File: config.mk
export PLATFORM = sky130hd
export DESIGN_NAME = spi_secondary_status_port
export DESIGN_NICKNAME = d
export VERILOG_FILES = /design/src/verilog/spi_sec_pkg.sv /design/src/verilog/pin_sync.sv /design/src/verilog/latch_flag.sv /design/src/verilog/spi_secondary_status_port.sv
export VERILOG_INCLUDE_DIRS = /design/src /design/src/verilog
export SDC_FILE = /design/constraint.sdc
export NUM_CORES = 1
export LEC_CHECK = 0
export BUFFER_PORTS_ARGS = -buffer_cell sky130_fd_sc_hd__clkbuf_2
export CAP_MARGIN = 40
export CORE_ASPECT_RATIO = 0.7
export CORE_MARGIN = 4
export CORE_UTILIZATION = 25
export CTS_BUF_LIST = sky130_fd_sc_hd__clkbuf_8
export CTS_CLUSTER_DIAMETER = 30
export DETAILED_ROUTE_END_ITERATION = 7
export PLACE_DENSITY = 0.48
export SETUP_SLACK_MARGIN = 0.5
export SYNTH_ARGS = -nofsm -noshare
export SYNTH_HDL_FRONTEND = slang
export SYNTH_HIERARCHICAL = 1
export SYNTH_SLANG_ARGS = --single-unit
File: constraint.sdc
create_clock -name clock -period 4.76 [get_ports clock]
set_input_delay 0.238 -clock clock [delete_from_list [all_inputs] [get_ports clock]]
set_output_delay 0.238 -clock clock [all_outputs]
set_load 0.005 [all_outputs]
File: src/verilog/spi_sec_defs.svh
// offsets, field positions, reset values and timing counts of the serial status port
`ifndef SPI_SEC_DEFS_SVH
`define SPI_SEC_DEFS_SVH

// frame layout
`define FRAME_BITS      5'h10
`define RW_BIT          15
`define IDX_MSB         14
`define IDX_LSB         9
`define PARITY_BIT      8

// register indices
`define IDX_IC_STATUS   6'h00
`define IDX_STATUS_ONE  6'h01
`define IDX_STATUS_TWO  6'h02
`define IDX_CTRL_FIRST  6'h03
`define IDX_CTRL_LAST   6'h08
`define IDX_LAST_VALID  6'h0C

// ic status fields
`define IC_REG_FLT      6
`define IC_SER_FLT      5
`define IC_OVERCURRENT  4
`define IC_SUPPLY_READY 3
`define IC_OVERVOLT     2
`define IC_TEMP         1
`define IC_SUMMARY      0

// second status register fields
`define ST2_PARITY      2
`define ST2_CLK_COUNT   1
`define ST2_BAD_INDEX   0

// reset values
`define STATUS_RESET    8'h00
`define CTRL_RESET      8'h00

// timing
`define CLOCK_MHZ       125
`define CS_GAP_NS       400
`define CS_GAP_CYC      ((`CS_GAP_NS * `CLOCK_MHZ + 999) / 1000)
`define RST_WINDOW_NS   20000
`define RST_WINDOW_CYC  ((`RST_WINDOW_NS * `CLOCK_MHZ) / 1000)

`endif

File: src/verilog/spi_sec_pkg.sv
// types shared by the serial status port
`default_nettype none
package spi_sec_pkg;

    // conditions reported by the surrounding driver logic
    typedef struct packed {
        logic       regulator_fault;
        logic       overcurrent;
        logic       supply_ready;
        logic       overvoltage;
        logic       temperature;
        logic [7:0] status_one;
        logic [3:0] status_two_hi;
    } driver_cond_s;

    // sleep pin tracking, gray along awake -> low -> asleep
    typedef enum logic [1:0] {
        SLP_AWAKE  = 2'b00,
        SLP_LOW    = 2'b01,
        SLP_ASLEEP = 2'b11
    } sleep_state_e;

endpackage
`default_nettype wire

File: src/verilog/pin_sync.sv
// two flip-flop synchroniser for pin inputs
`timescale 1ns/1ns
`default_nettype none
module pin_sync #(
    parameter int               WIDTH     = 1,
    parameter logic [WIDTH-1:0] RESET_VAL = '0
) (
    // system
    input  wire logic             clock,
    input  wire logic             sys_rst,
    // pins
    input  wire logic [WIDTH-1:0] async_in,
    output logic      [WIDTH-1:0] sync_out
);
    logic [WIDTH-1:0] meta_reg;

    // first stage feeds only the second
    always_ff @(posedge clock) begin
        if (sys_rst) begin
            meta_reg <= RESET_VAL;
            sync_out <= RESET_VAL;
        end else begin
            meta_reg <= async_in;
            sync_out <= meta_reg;
        end
    end
endmodule
`default_nettype wire

File: src/verilog/latch_flag.sv
// sticky error flag, set wins over clear
`timescale 1ns/1ns
`default_nettype none
module latch_flag (
    // system
    input  wire logic clock,
    input  wire logic rst,
    // control
    input  wire logic set,
    input  wire logic clear,
    output logic      flag_reg
);
    logic flag_next;

    // a set in the clearing cycle is kept
    assign flag_next = set | (flag_reg & ~clear);

    always_ff @(posedge clock) begin
        if (rst) begin
            flag_reg <= 1'h0;
        end else begin
            flag_reg <= flag_next;
        end
    end
endmodule
`default_nettype wire

File: src/verilog/spi_secondary_status_port.sv
// serial secondary port with status registers and latched frame errors
`timescale 1ns/1ns
`default_nettype none
`include "spi_sec_defs.svh"
module spi_secondary_status_port
    import spi_sec_pkg::*;
#(
    parameter int RST_WINDOW = `RST_WINDOW_CYC
) (
    // system
    input  wire logic         clock,
    input  wire logic         sys_rst,
    // serial pins
    input  wire logic         sclk_pin,
    input  wire logic         chip_select_low,
    input  wire logic         sdi_pin,
    output logic              sdo_out,
    output logic              sdo_oe,
    // sleep and fault pins
    input  wire logic         sleep_low_pin,
    output logic              error_out_low,
    // driver conditions and error clear command
    input  wire driver_cond_s cond,
    input  wire logic         clear_latched_errors
);
    localparam int LW = $clog2(RST_WINDOW + 1);

    // synchronised pins and delayed copies
    logic [3:0]   pins_s;
    logic         sclk_s;
    logic         cs_s;
    logic         sdi_s;
    logic         sleep_s;
    logic         sclk_d_reg;
    logic         cs_d_reg;

    // frame state
    logic         in_frame_reg;
    logic [4:0]   bit_cnt_reg;
    logic [15:0]  in_shift_reg;
    logic [15:0]  out_shift_reg;
    logic [7:0]   ctrl_mem [`IDX_CTRL_FIRST:`IDX_LAST_VALID];

    // status registers
    logic [7:0]   ic_status_reg;
    logic [7:0]   status_one_reg;
    logic [7:0]   status_two_reg;
    logic [7:0]   ic_status_next;
    logic [7:0]   status_two_next;

    // sleep tracking
    sleep_state_e sleep_state_reg;
    sleep_state_e sleep_state_next;
    logic [LW-1:0] low_cnt_reg;
    logic         pin_clear_reg;

    // decoded terms
    logic         sclk_fall;
    logic         sclk_rise;
    logic         cs_fall;
    logic         cs_rise;
    logic         awake;
    logic         sleep_reset;
    logic         frame_end;
    logic         len_ok;
    logic         parity_ok;
    logic [5:0]   frame_idx;
    logic [5:0]   early_idx;
    logic         idx_ok;
    logic         writable;
    logic         commit;
    logic         read_phase;
    logic [7:0]   read_byte;
    logic         clear_all;
    logic         par_flag;
    logic         clk_flag;
    logic         idx_flag;
    logic         ser_err;
    logic         window_done;

    // pins enter through two flops; reset to idle levels so no false clock edge follows reset
    pin_sync #(
        .WIDTH     (4),
        .RESET_VAL (4'h5)
    ) u_sync (
        .clock    (clock),
        .sys_rst  (sys_rst),
        .async_in ({sclk_pin, chip_select_low, sdi_pin, sleep_low_pin}),
        .sync_out (pins_s)
    );

    assign sclk_s  = pins_s[3];
    assign cs_s    = pins_s[2];
    assign sdi_s   = pins_s[1];
    assign sleep_s = pins_s[0];

    // edge detection on synchronised levels
    assign sclk_fall = sclk_d_reg & ~sclk_s;
    assign sclk_rise = ~sclk_d_reg & sclk_s;
    assign cs_fall   = cs_d_reg & ~cs_s;
    assign cs_rise   = ~cs_d_reg & cs_s;

    always_ff @(posedge clock) begin
        if (sys_rst) begin
            sclk_d_reg <= 1'h0;
            cs_d_reg   <= 1'h1;
        end else begin
            sclk_d_reg <= sclk_s;
            cs_d_reg   <= cs_s;
        end
    end

    // sleep pin: short low clears errors, long low puts registers to sleep
    assign awake       = (sleep_state_reg != SLP_ASLEEP);
    assign sleep_reset = sys_rst | ~awake;
    assign window_done = (low_cnt_reg == LW'(RST_WINDOW - 1));

    always_comb begin
        sleep_state_next = sleep_state_reg;
        unique case (sleep_state_reg)
            SLP_AWAKE: begin
                if (!sleep_s) sleep_state_next = SLP_LOW;
            end
            SLP_LOW: begin
                if (sleep_s) sleep_state_next = SLP_AWAKE;
                else if (window_done) sleep_state_next = SLP_ASLEEP;
            end
            SLP_ASLEEP: begin
                if (sleep_s) sleep_state_next = SLP_AWAKE;
            end
            default: sleep_state_next = SLP_AWAKE;
        endcase
    end

    always_ff @(posedge clock) begin
        if (sys_rst) begin
            sleep_state_reg <= SLP_AWAKE;
            low_cnt_reg     <= '0;
            pin_clear_reg   <= 1'h0;
        end else begin
            sleep_state_reg <= sleep_state_next;
            low_cnt_reg     <= (sleep_state_reg == SLP_LOW) ? low_cnt_reg + 1'b1 : '0;
            pin_clear_reg   <= (sleep_state_reg == SLP_LOW) & sleep_s;
        end
    end

    // frame checks at chip select release
    assign frame_end = in_frame_reg & cs_rise;
    assign len_ok    = (bit_cnt_reg == `FRAME_BITS);
    assign parity_ok = ~^in_shift_reg;
    assign frame_idx = in_shift_reg[`IDX_MSB:`IDX_LSB];
    assign early_idx = in_shift_reg[5:0];
    assign idx_ok    = (frame_idx <= `IDX_LAST_VALID);
    assign writable  = ((frame_idx >= `IDX_CTRL_FIRST) && (frame_idx <= `IDX_CTRL_LAST))
                     || (frame_idx == `IDX_LAST_VALID);
    assign commit    = frame_end & len_ok & parity_ok & idx_ok & writable
                     & ~in_shift_reg[`RW_BIT];
    assign read_phase = in_frame_reg & sclk_fall & (bit_cnt_reg == 5'h07);

    // register byte for the second half of the answer
    assign read_byte = (early_idx == `IDX_IC_STATUS)  ? ic_status_reg  :
                       (early_idx == `IDX_STATUS_ONE) ? status_one_reg :
                       (early_idx == `IDX_STATUS_TWO) ? status_two_reg :
                       (early_idx <= `IDX_LAST_VALID) ? ctrl_mem[early_idx] : 8'h00;

    // serial shifting: sample on fall, change on rise, msb first
    always_ff @(posedge clock) begin
        if (sleep_reset) begin
            in_frame_reg  <= 1'h0;
            bit_cnt_reg   <= 5'h00;
            in_shift_reg  <= 16'h0000;
            out_shift_reg <= 16'h0000;
        end else if (cs_fall) begin
            in_frame_reg  <= 1'h1;
            bit_cnt_reg   <= 5'h00;
            out_shift_reg <= {ic_status_reg, 8'h00};
        end else if (cs_rise) begin
            in_frame_reg  <= 1'h0;
        end else if (in_frame_reg && !cs_s) begin
            if (sclk_fall) begin
                in_shift_reg <= {in_shift_reg[14:0], sdi_s};
                if (bit_cnt_reg <= `FRAME_BITS) bit_cnt_reg <= bit_cnt_reg + 5'h01;
                if (read_phase) out_shift_reg[14:7] <= read_byte;
            end else if (sclk_rise && (bit_cnt_reg != 5'h00)) begin
                // the first rise presents the status msb loaded at chip select fall
                out_shift_reg <= {out_shift_reg[14:0], 1'h0};
            end
        end
    end

    // control bytes change only on a committed frame, or return to defaults in reset and sleep
    always_ff @(posedge clock) begin
        if (sleep_reset) begin
            for (int i = `IDX_CTRL_FIRST; i <= `IDX_LAST_VALID; i++) begin
                ctrl_mem[i] <= `CTRL_RESET;
            end
        end else if (commit) begin
            ctrl_mem[frame_idx] <= in_shift_reg[7:0];
        end
    end

    // latched serial errors
    assign clear_all = clear_latched_errors | pin_clear_reg;

    latch_flag u_clk_flag (
        .clock    (clock),
        .rst      (sleep_reset),
        .set      (frame_end & ~len_ok),
        .clear    (clear_all),
        .flag_reg (clk_flag)
    );

    latch_flag u_par_flag (
        .clock    (clock),
        .rst      (sleep_reset),
        .set      (frame_end & len_ok & ~parity_ok),
        .clear    (clear_all),
        .flag_reg (par_flag)
    );

    latch_flag u_idx_flag (
        .clock    (clock),
        .rst      (sleep_reset),
        .set      (frame_end & len_ok & ~idx_ok),
        .clear    (clear_all),
        .flag_reg (idx_flag)
    );

    // status register contents
    assign ser_err = clk_flag | par_flag | idx_flag;
    assign ic_status_next = {1'h0, cond.regulator_fault, ser_err, cond.overcurrent,
                             cond.supply_ready, cond.overvoltage, cond.temperature,
                             cond.regulator_fault | ser_err | cond.overcurrent
                             | cond.overvoltage | cond.temperature};
    assign status_two_next = {1'h0, cond.status_two_hi, par_flag, clk_flag, idx_flag};

    always_ff @(posedge clock) begin
        if (sleep_reset) begin
            ic_status_reg  <= `STATUS_RESET;
            status_one_reg <= `STATUS_RESET;
            status_two_reg <= `STATUS_RESET;
        end else begin
            ic_status_reg  <= ic_status_next;
            status_one_reg <= cond.status_one;
            status_two_reg <= status_two_next;
        end
    end

    // pin outputs straight from flops
    always_ff @(posedge clock) begin
        if (sleep_reset) begin
            sdo_out       <= 1'h0;
            sdo_oe        <= 1'h0;
            error_out_low <= 1'h1;
        end else begin
            sdo_out       <= out_shift_reg[15];
            sdo_oe        <= in_frame_reg & ~cs_s;
            error_out_low <= ~ic_status_next[`IC_SUMMARY];
        end
    end

    // checks
    a_idle_output_hiz: assert property (@(posedge clock) disable iff (sys_rst)
        cs_s |=> !sdo_oe) else $error("output driven while deselected");

    a_status_msb_first: assert property (@(posedge clock) disable iff (sys_rst)
        (cs_fall && awake && !sleep_reset) ##1 !sleep_reset |=> sdo_out == $past(ic_status_reg[7], 2))
        else $error("status msb not first on output");

    a_write_old_value: assert property (@(posedge clock) disable iff (sleep_reset)
        read_phase && !cs_fall && !cs_rise |=> out_shift_reg[14:7] == $past(read_byte))
        else $error("register byte not loaded for answer");

    a_short_frame_flag: assert property (@(posedge clock) disable iff (sleep_reset)
        frame_end && !len_ok |=> clk_flag ##1 status_two_reg[`ST2_CLK_COUNT])
        else $error("frame length error not latched");

    a_parity_flag_set: assert property (@(posedge clock) disable iff (sleep_reset)
        frame_end && len_ok && !parity_ok |=> par_flag) else $error("parity error not latched");

    a_bad_index_flag: assert property (@(posedge clock) disable iff (sleep_reset)
        frame_end && len_ok && !idx_ok |=> idx_flag) else $error("bad index not latched");

    a_serial_summary: assert property (@(posedge clock) disable iff (sleep_reset)
        (|status_two_reg[2:0]) |-> ic_status_reg[`IC_SER_FLT] && ic_status_reg[`IC_SUMMARY])
        else $error("serial fault not summarised");

    a_supply_ready_copy: assert property (@(posedge clock) disable iff (sleep_reset)
        !$past(sleep_reset) |-> ic_status_reg[`IC_SUPPLY_READY] == $past(cond.supply_ready))
        else $error("supply ready bit wrong");

    a_sleep_clears_all: assert property (@(posedge clock) disable iff (sys_rst)
        sleep_state_reg == SLP_ASLEEP |=> status_two_reg == 8'h00 && !sdo_oe && !clk_flag)
        else $error("registers not reset in sleep");

    a_commit_lands: assert property (@(posedge clock) disable iff (sleep_reset)
        commit |=> ctrl_mem[$past(frame_idx)] == $past(in_shift_reg[7:0]))
        else $error("committed write not stored");

    c_write_commit: cover property (@(posedge clock) disable iff (sys_rst) commit);
    c_parity_error: cover property (@(posedge clock) disable iff (sys_rst)
        frame_end && len_ok && !parity_ok);
    c_sleep_entry: cover property (@(posedge clock) disable iff (sys_rst)
        sleep_state_reg == SLP_LOW ##1 sleep_state_reg == SLP_ASLEEP);
    c_pin_clear: cover property (@(posedge clock) disable iff (sys_rst) pin_clear_reg && ser_err);
endmodule
`default_nettype wire

==> run_results.csv <==
group,metric,value,unit
run_status,status,"finished clean",
final_layout,layout-drive-gt1-share,17.31,%
detailed_routing,vias_per_cell,4.331,
clock_network,numCtsBuffers,40,
sta,fin_crit_sh,77.35,%
detailed_routing,drt-initial-drc-count,527,
global_routing,antenna_found_initial,0,
detailed_routing,finalWirelength,23.71,mm
global_routing,grt_pass1_wl,35.75,mm
clock_network,htree_levels,2,
placement,gp_congestion,0.8355,
power_and_ir_drop,ir_worst_vdd,0.1478,mV
global_routing,grt_usage,11.95,%
yosys,ys_types,54,
clock_network,clk_latency,0.55,ns
detailed_routing,ant_nets,0,
worst_setup_path,cp_data_required_time,4.93,ns
worst_setup_path,endpoint_kind,"flop",
flow_run,maxCapViolCount,0,
yosys,syn_inst,695,
sta,slew_violations,0,
global_routing,grt_max_degree,37,
detailed_routing,vias,5773,
sta,hold_viol_final,0,
die,die_h,167.2,um
detailed_routing,drt_pre_antenna_iters,7,
worst_setup_path,crit_chain,"inv_1 > ha_1 > xnor3_1 > xnor3_1 > xor2_2 > nand4_4 > o21ai_1",
final_layout,stdcell_area,11080,um2
clock_network,clk_pin_slew_worst_paths,0.06,ns
hold_path,hp-class,"in2reg",
yosys,synthArstFlopShare,0,%
yosys,synth_flop_cell,"edfxtp_1",
yosys,syn_avg_cell_area,13.02,um2
die,initial_core_util,25.73,%
die,coreArea,35160,um2
die,dieArea,39340,um2
die,num_io_pins,27,
worst_setup_path,cp-start-kind,"flop",
final_layout,diodes,0,
sta,final.min_clock_period,3.682,ns
worst_setup_path,critPathSlowestCell,"o21ai_1",
yosys,synth-seq-cells,216,
yosys,synth.yosys.warnings,6,
placement,place_area,10010,um2
final_layout,finalNetCount,867,
worst_setup_path,cp_max_fo,36,
clock_network,cts_sinks,216,
final_layout,largest_reg_flops,128,
placement,io_buffers,26,
global_routing,overflow,0,
sta,skew,0.02828,ns
final_layout,area_growth,22.49,%
final_layout,final_common_cell,"edfxtp_1",
worst_setup_path,cp_common_cell,"xnor3_1",
clock_network,cts-root-buf,"clkbuf_8",
sta,rsz0062_at_grt,"false",
sta,timing.setup.tns,0,ns
yosys,netlist_area,9046,um2
clock_network,clockBufferDepth,3,
power_and_ir_drop,p_per_area,370.0,nW/um2
detailed_routing,route.detailed.drc,0,
clock_network,ctsResizeCount,0,
sta,maxSlewHeadroom,41.15,%
yosys,synth-edff-count,128,
final_layout,final_cell_mix,"128 x edfxtp_1, 87 x dfxtp_1, 72 x conb_1",
sta,clock.fmax,271.6,MHz
die,die_x,235.4,um
worst_setup_path,slowest_delay,0.77,ns
clock_network,cts_tree,"built",
clock_network,cts_setup_buffers,0,
detailed_routing,wl_per_cell,17.78,um
worst_setup_path,critPathKind,"reg2reg",
placement,dp_hpwl,16.26,mm
final_layout,fillerInstances,3544,
die,num_rows,57,
global_routing,grt_pass1_vias,5585,
worst_setup_path,cp.arrival,3.86,ns
power_and_ir_drop,leakagePower,3.980,nW
sta,worst_pin_slew,0.8828,ns
sta,finalSetupViolations,0,
yosys,yosysSeqAreaShare,61.96,%
-- worst paths after layout --
kind / cells after the start / slack, ns / start / endpoint
worst max-delay path: 7 / 1.08 / in_shift_reg[1] / ctrl_mem[7][2]
worst min-delay path: 4 / 0.1 / clear_latched_errors / u_idx_flag/flag_reg
worst max register to register: 7 / 1.08 / in_shift_reg[1] / ctrl_mem[7][2]
worst min register to register: 1 / 0.40 / u_sync/meta_reg[0] / u_sync/sync_out[0]
-- synth_stat cells (6+ instances only) --
master / n / area [um2]
nor2b_1: 8 / 50.05
edfxtp_1: 128 / 3844
ha_1: 12 / 150.1
mux4_2: 33 / 743.2
nand3_1: 11 / 55.05
a21oi_1: 23 / 115.1
a222oi_1: 6 / 60.06
nand4_1: 6 / 37.54
nor3_1: 42 / 210.2
a211oi_1: 7 / 52.55
clkbuf_1: 20 / 75.07
o21ai_1: 11 / 55.05
dfxtp_1: 88 / 1762
nand2b_1: 14 / 87.58
nor4_1: 15 / 93.84
nand2_1: 46 / 172.7
xnor2_1: 8 / 70.07
and2_1: 45 / 281.5
mux2i_1: 15 / 150.1
xor2_1: 11 / 96.34
buf_2: 11 / 55.05
nor2_1: 48 / 180.2
inv_1: 25 / 93.84
o21ai_0: 10 / 50.05
-- logic make-up after synthesis --
family | share of synthesized area (%)
buffers and inverters | 2.766
multiplexers | 10.00
other | 0.04145
AND/OR/NAND/NOR | 15.68
flip-flops | 61.96
AO/OA/AOI/OAI | 5.118
adder cells (fa/ha/maj) | 1.660
XOR/XNOR | 2.766
-- worst max-delay path, delay by kind of cell, from the launching register on --
kind	cells	cell delay (ns)
flip-flops	1	0.64
buffers and inverters	1	0.23
AO/OA/AOI/OAI	1	0.77
XOR/XNOR	3	0.88
AND/OR/NAND/NOR	1	0.43
adder cells (fa/ha/maj)	1	0.34
-- power by group --
part	switching [W]	internal, W
registers	0.0000266	0.00204
logic	0.0000707	0.0000499
clock network	0.000809	0.00111
total	0.000906	0.00319
-- layout make-up --
class / instances / area [um2] / share of cell area [%]
clock buffers: 46 / 633.1 / 5.714
clock inverters: 26 / 230.2 / 2.078
inverters: 25 / 93.84 / 0.8469
multi-input cells: 488 / 3461 / 31.23
flip-flops and latches: 216 / 5607 / 50.60
well taps: 472 / 590.6 / 5.330
repair buffers: 60 / 465.4 / 4.201
-- per-layer routing --
| layer | part of all wire (%) | wire length (um) | track usage, % |
|---|---|---|---|
| met1 | 54 | 12730 | 19.59 |
| met2 | 38 | 9002 | 15.33 |
| met3 | 6.4 | 1522 | 2.877 |
| met4 | 1.9 | 451 | 3.036 |
| met5 | 0 | 0 | 0 |
-- through the flow --
stage / hold WS [ns] / std cells / utilization (%) / setup WS [ns] / power [W]
after global routing: 0.1153 / 1333 / 31.51 / 0.8500 / 0.004280
after global placement: 0.3913 / 1238 / 28.34 / 1.267 / 0.002207
after detailed placement: 0.3921 / 1240 / 28.46 / 1.193 / 0.002206
after floorplan: 0.3096 / 766 / - / 2.021 / 0.002153
after CTS: 0.06995 / 1333 / 31.51 / 1.125 / 0.004163
final: 0.09770 / 1333 / 31.51 / 1.078 / 0.004100
-- timing repair --
item / in CTS / in global routing
endpoints found under the setup margin: 0 / 0
hold buffers: 21 / 0
hold endpoints to repair: 21 / 0
Note: power is estimated with default switching activity, not from simulation.
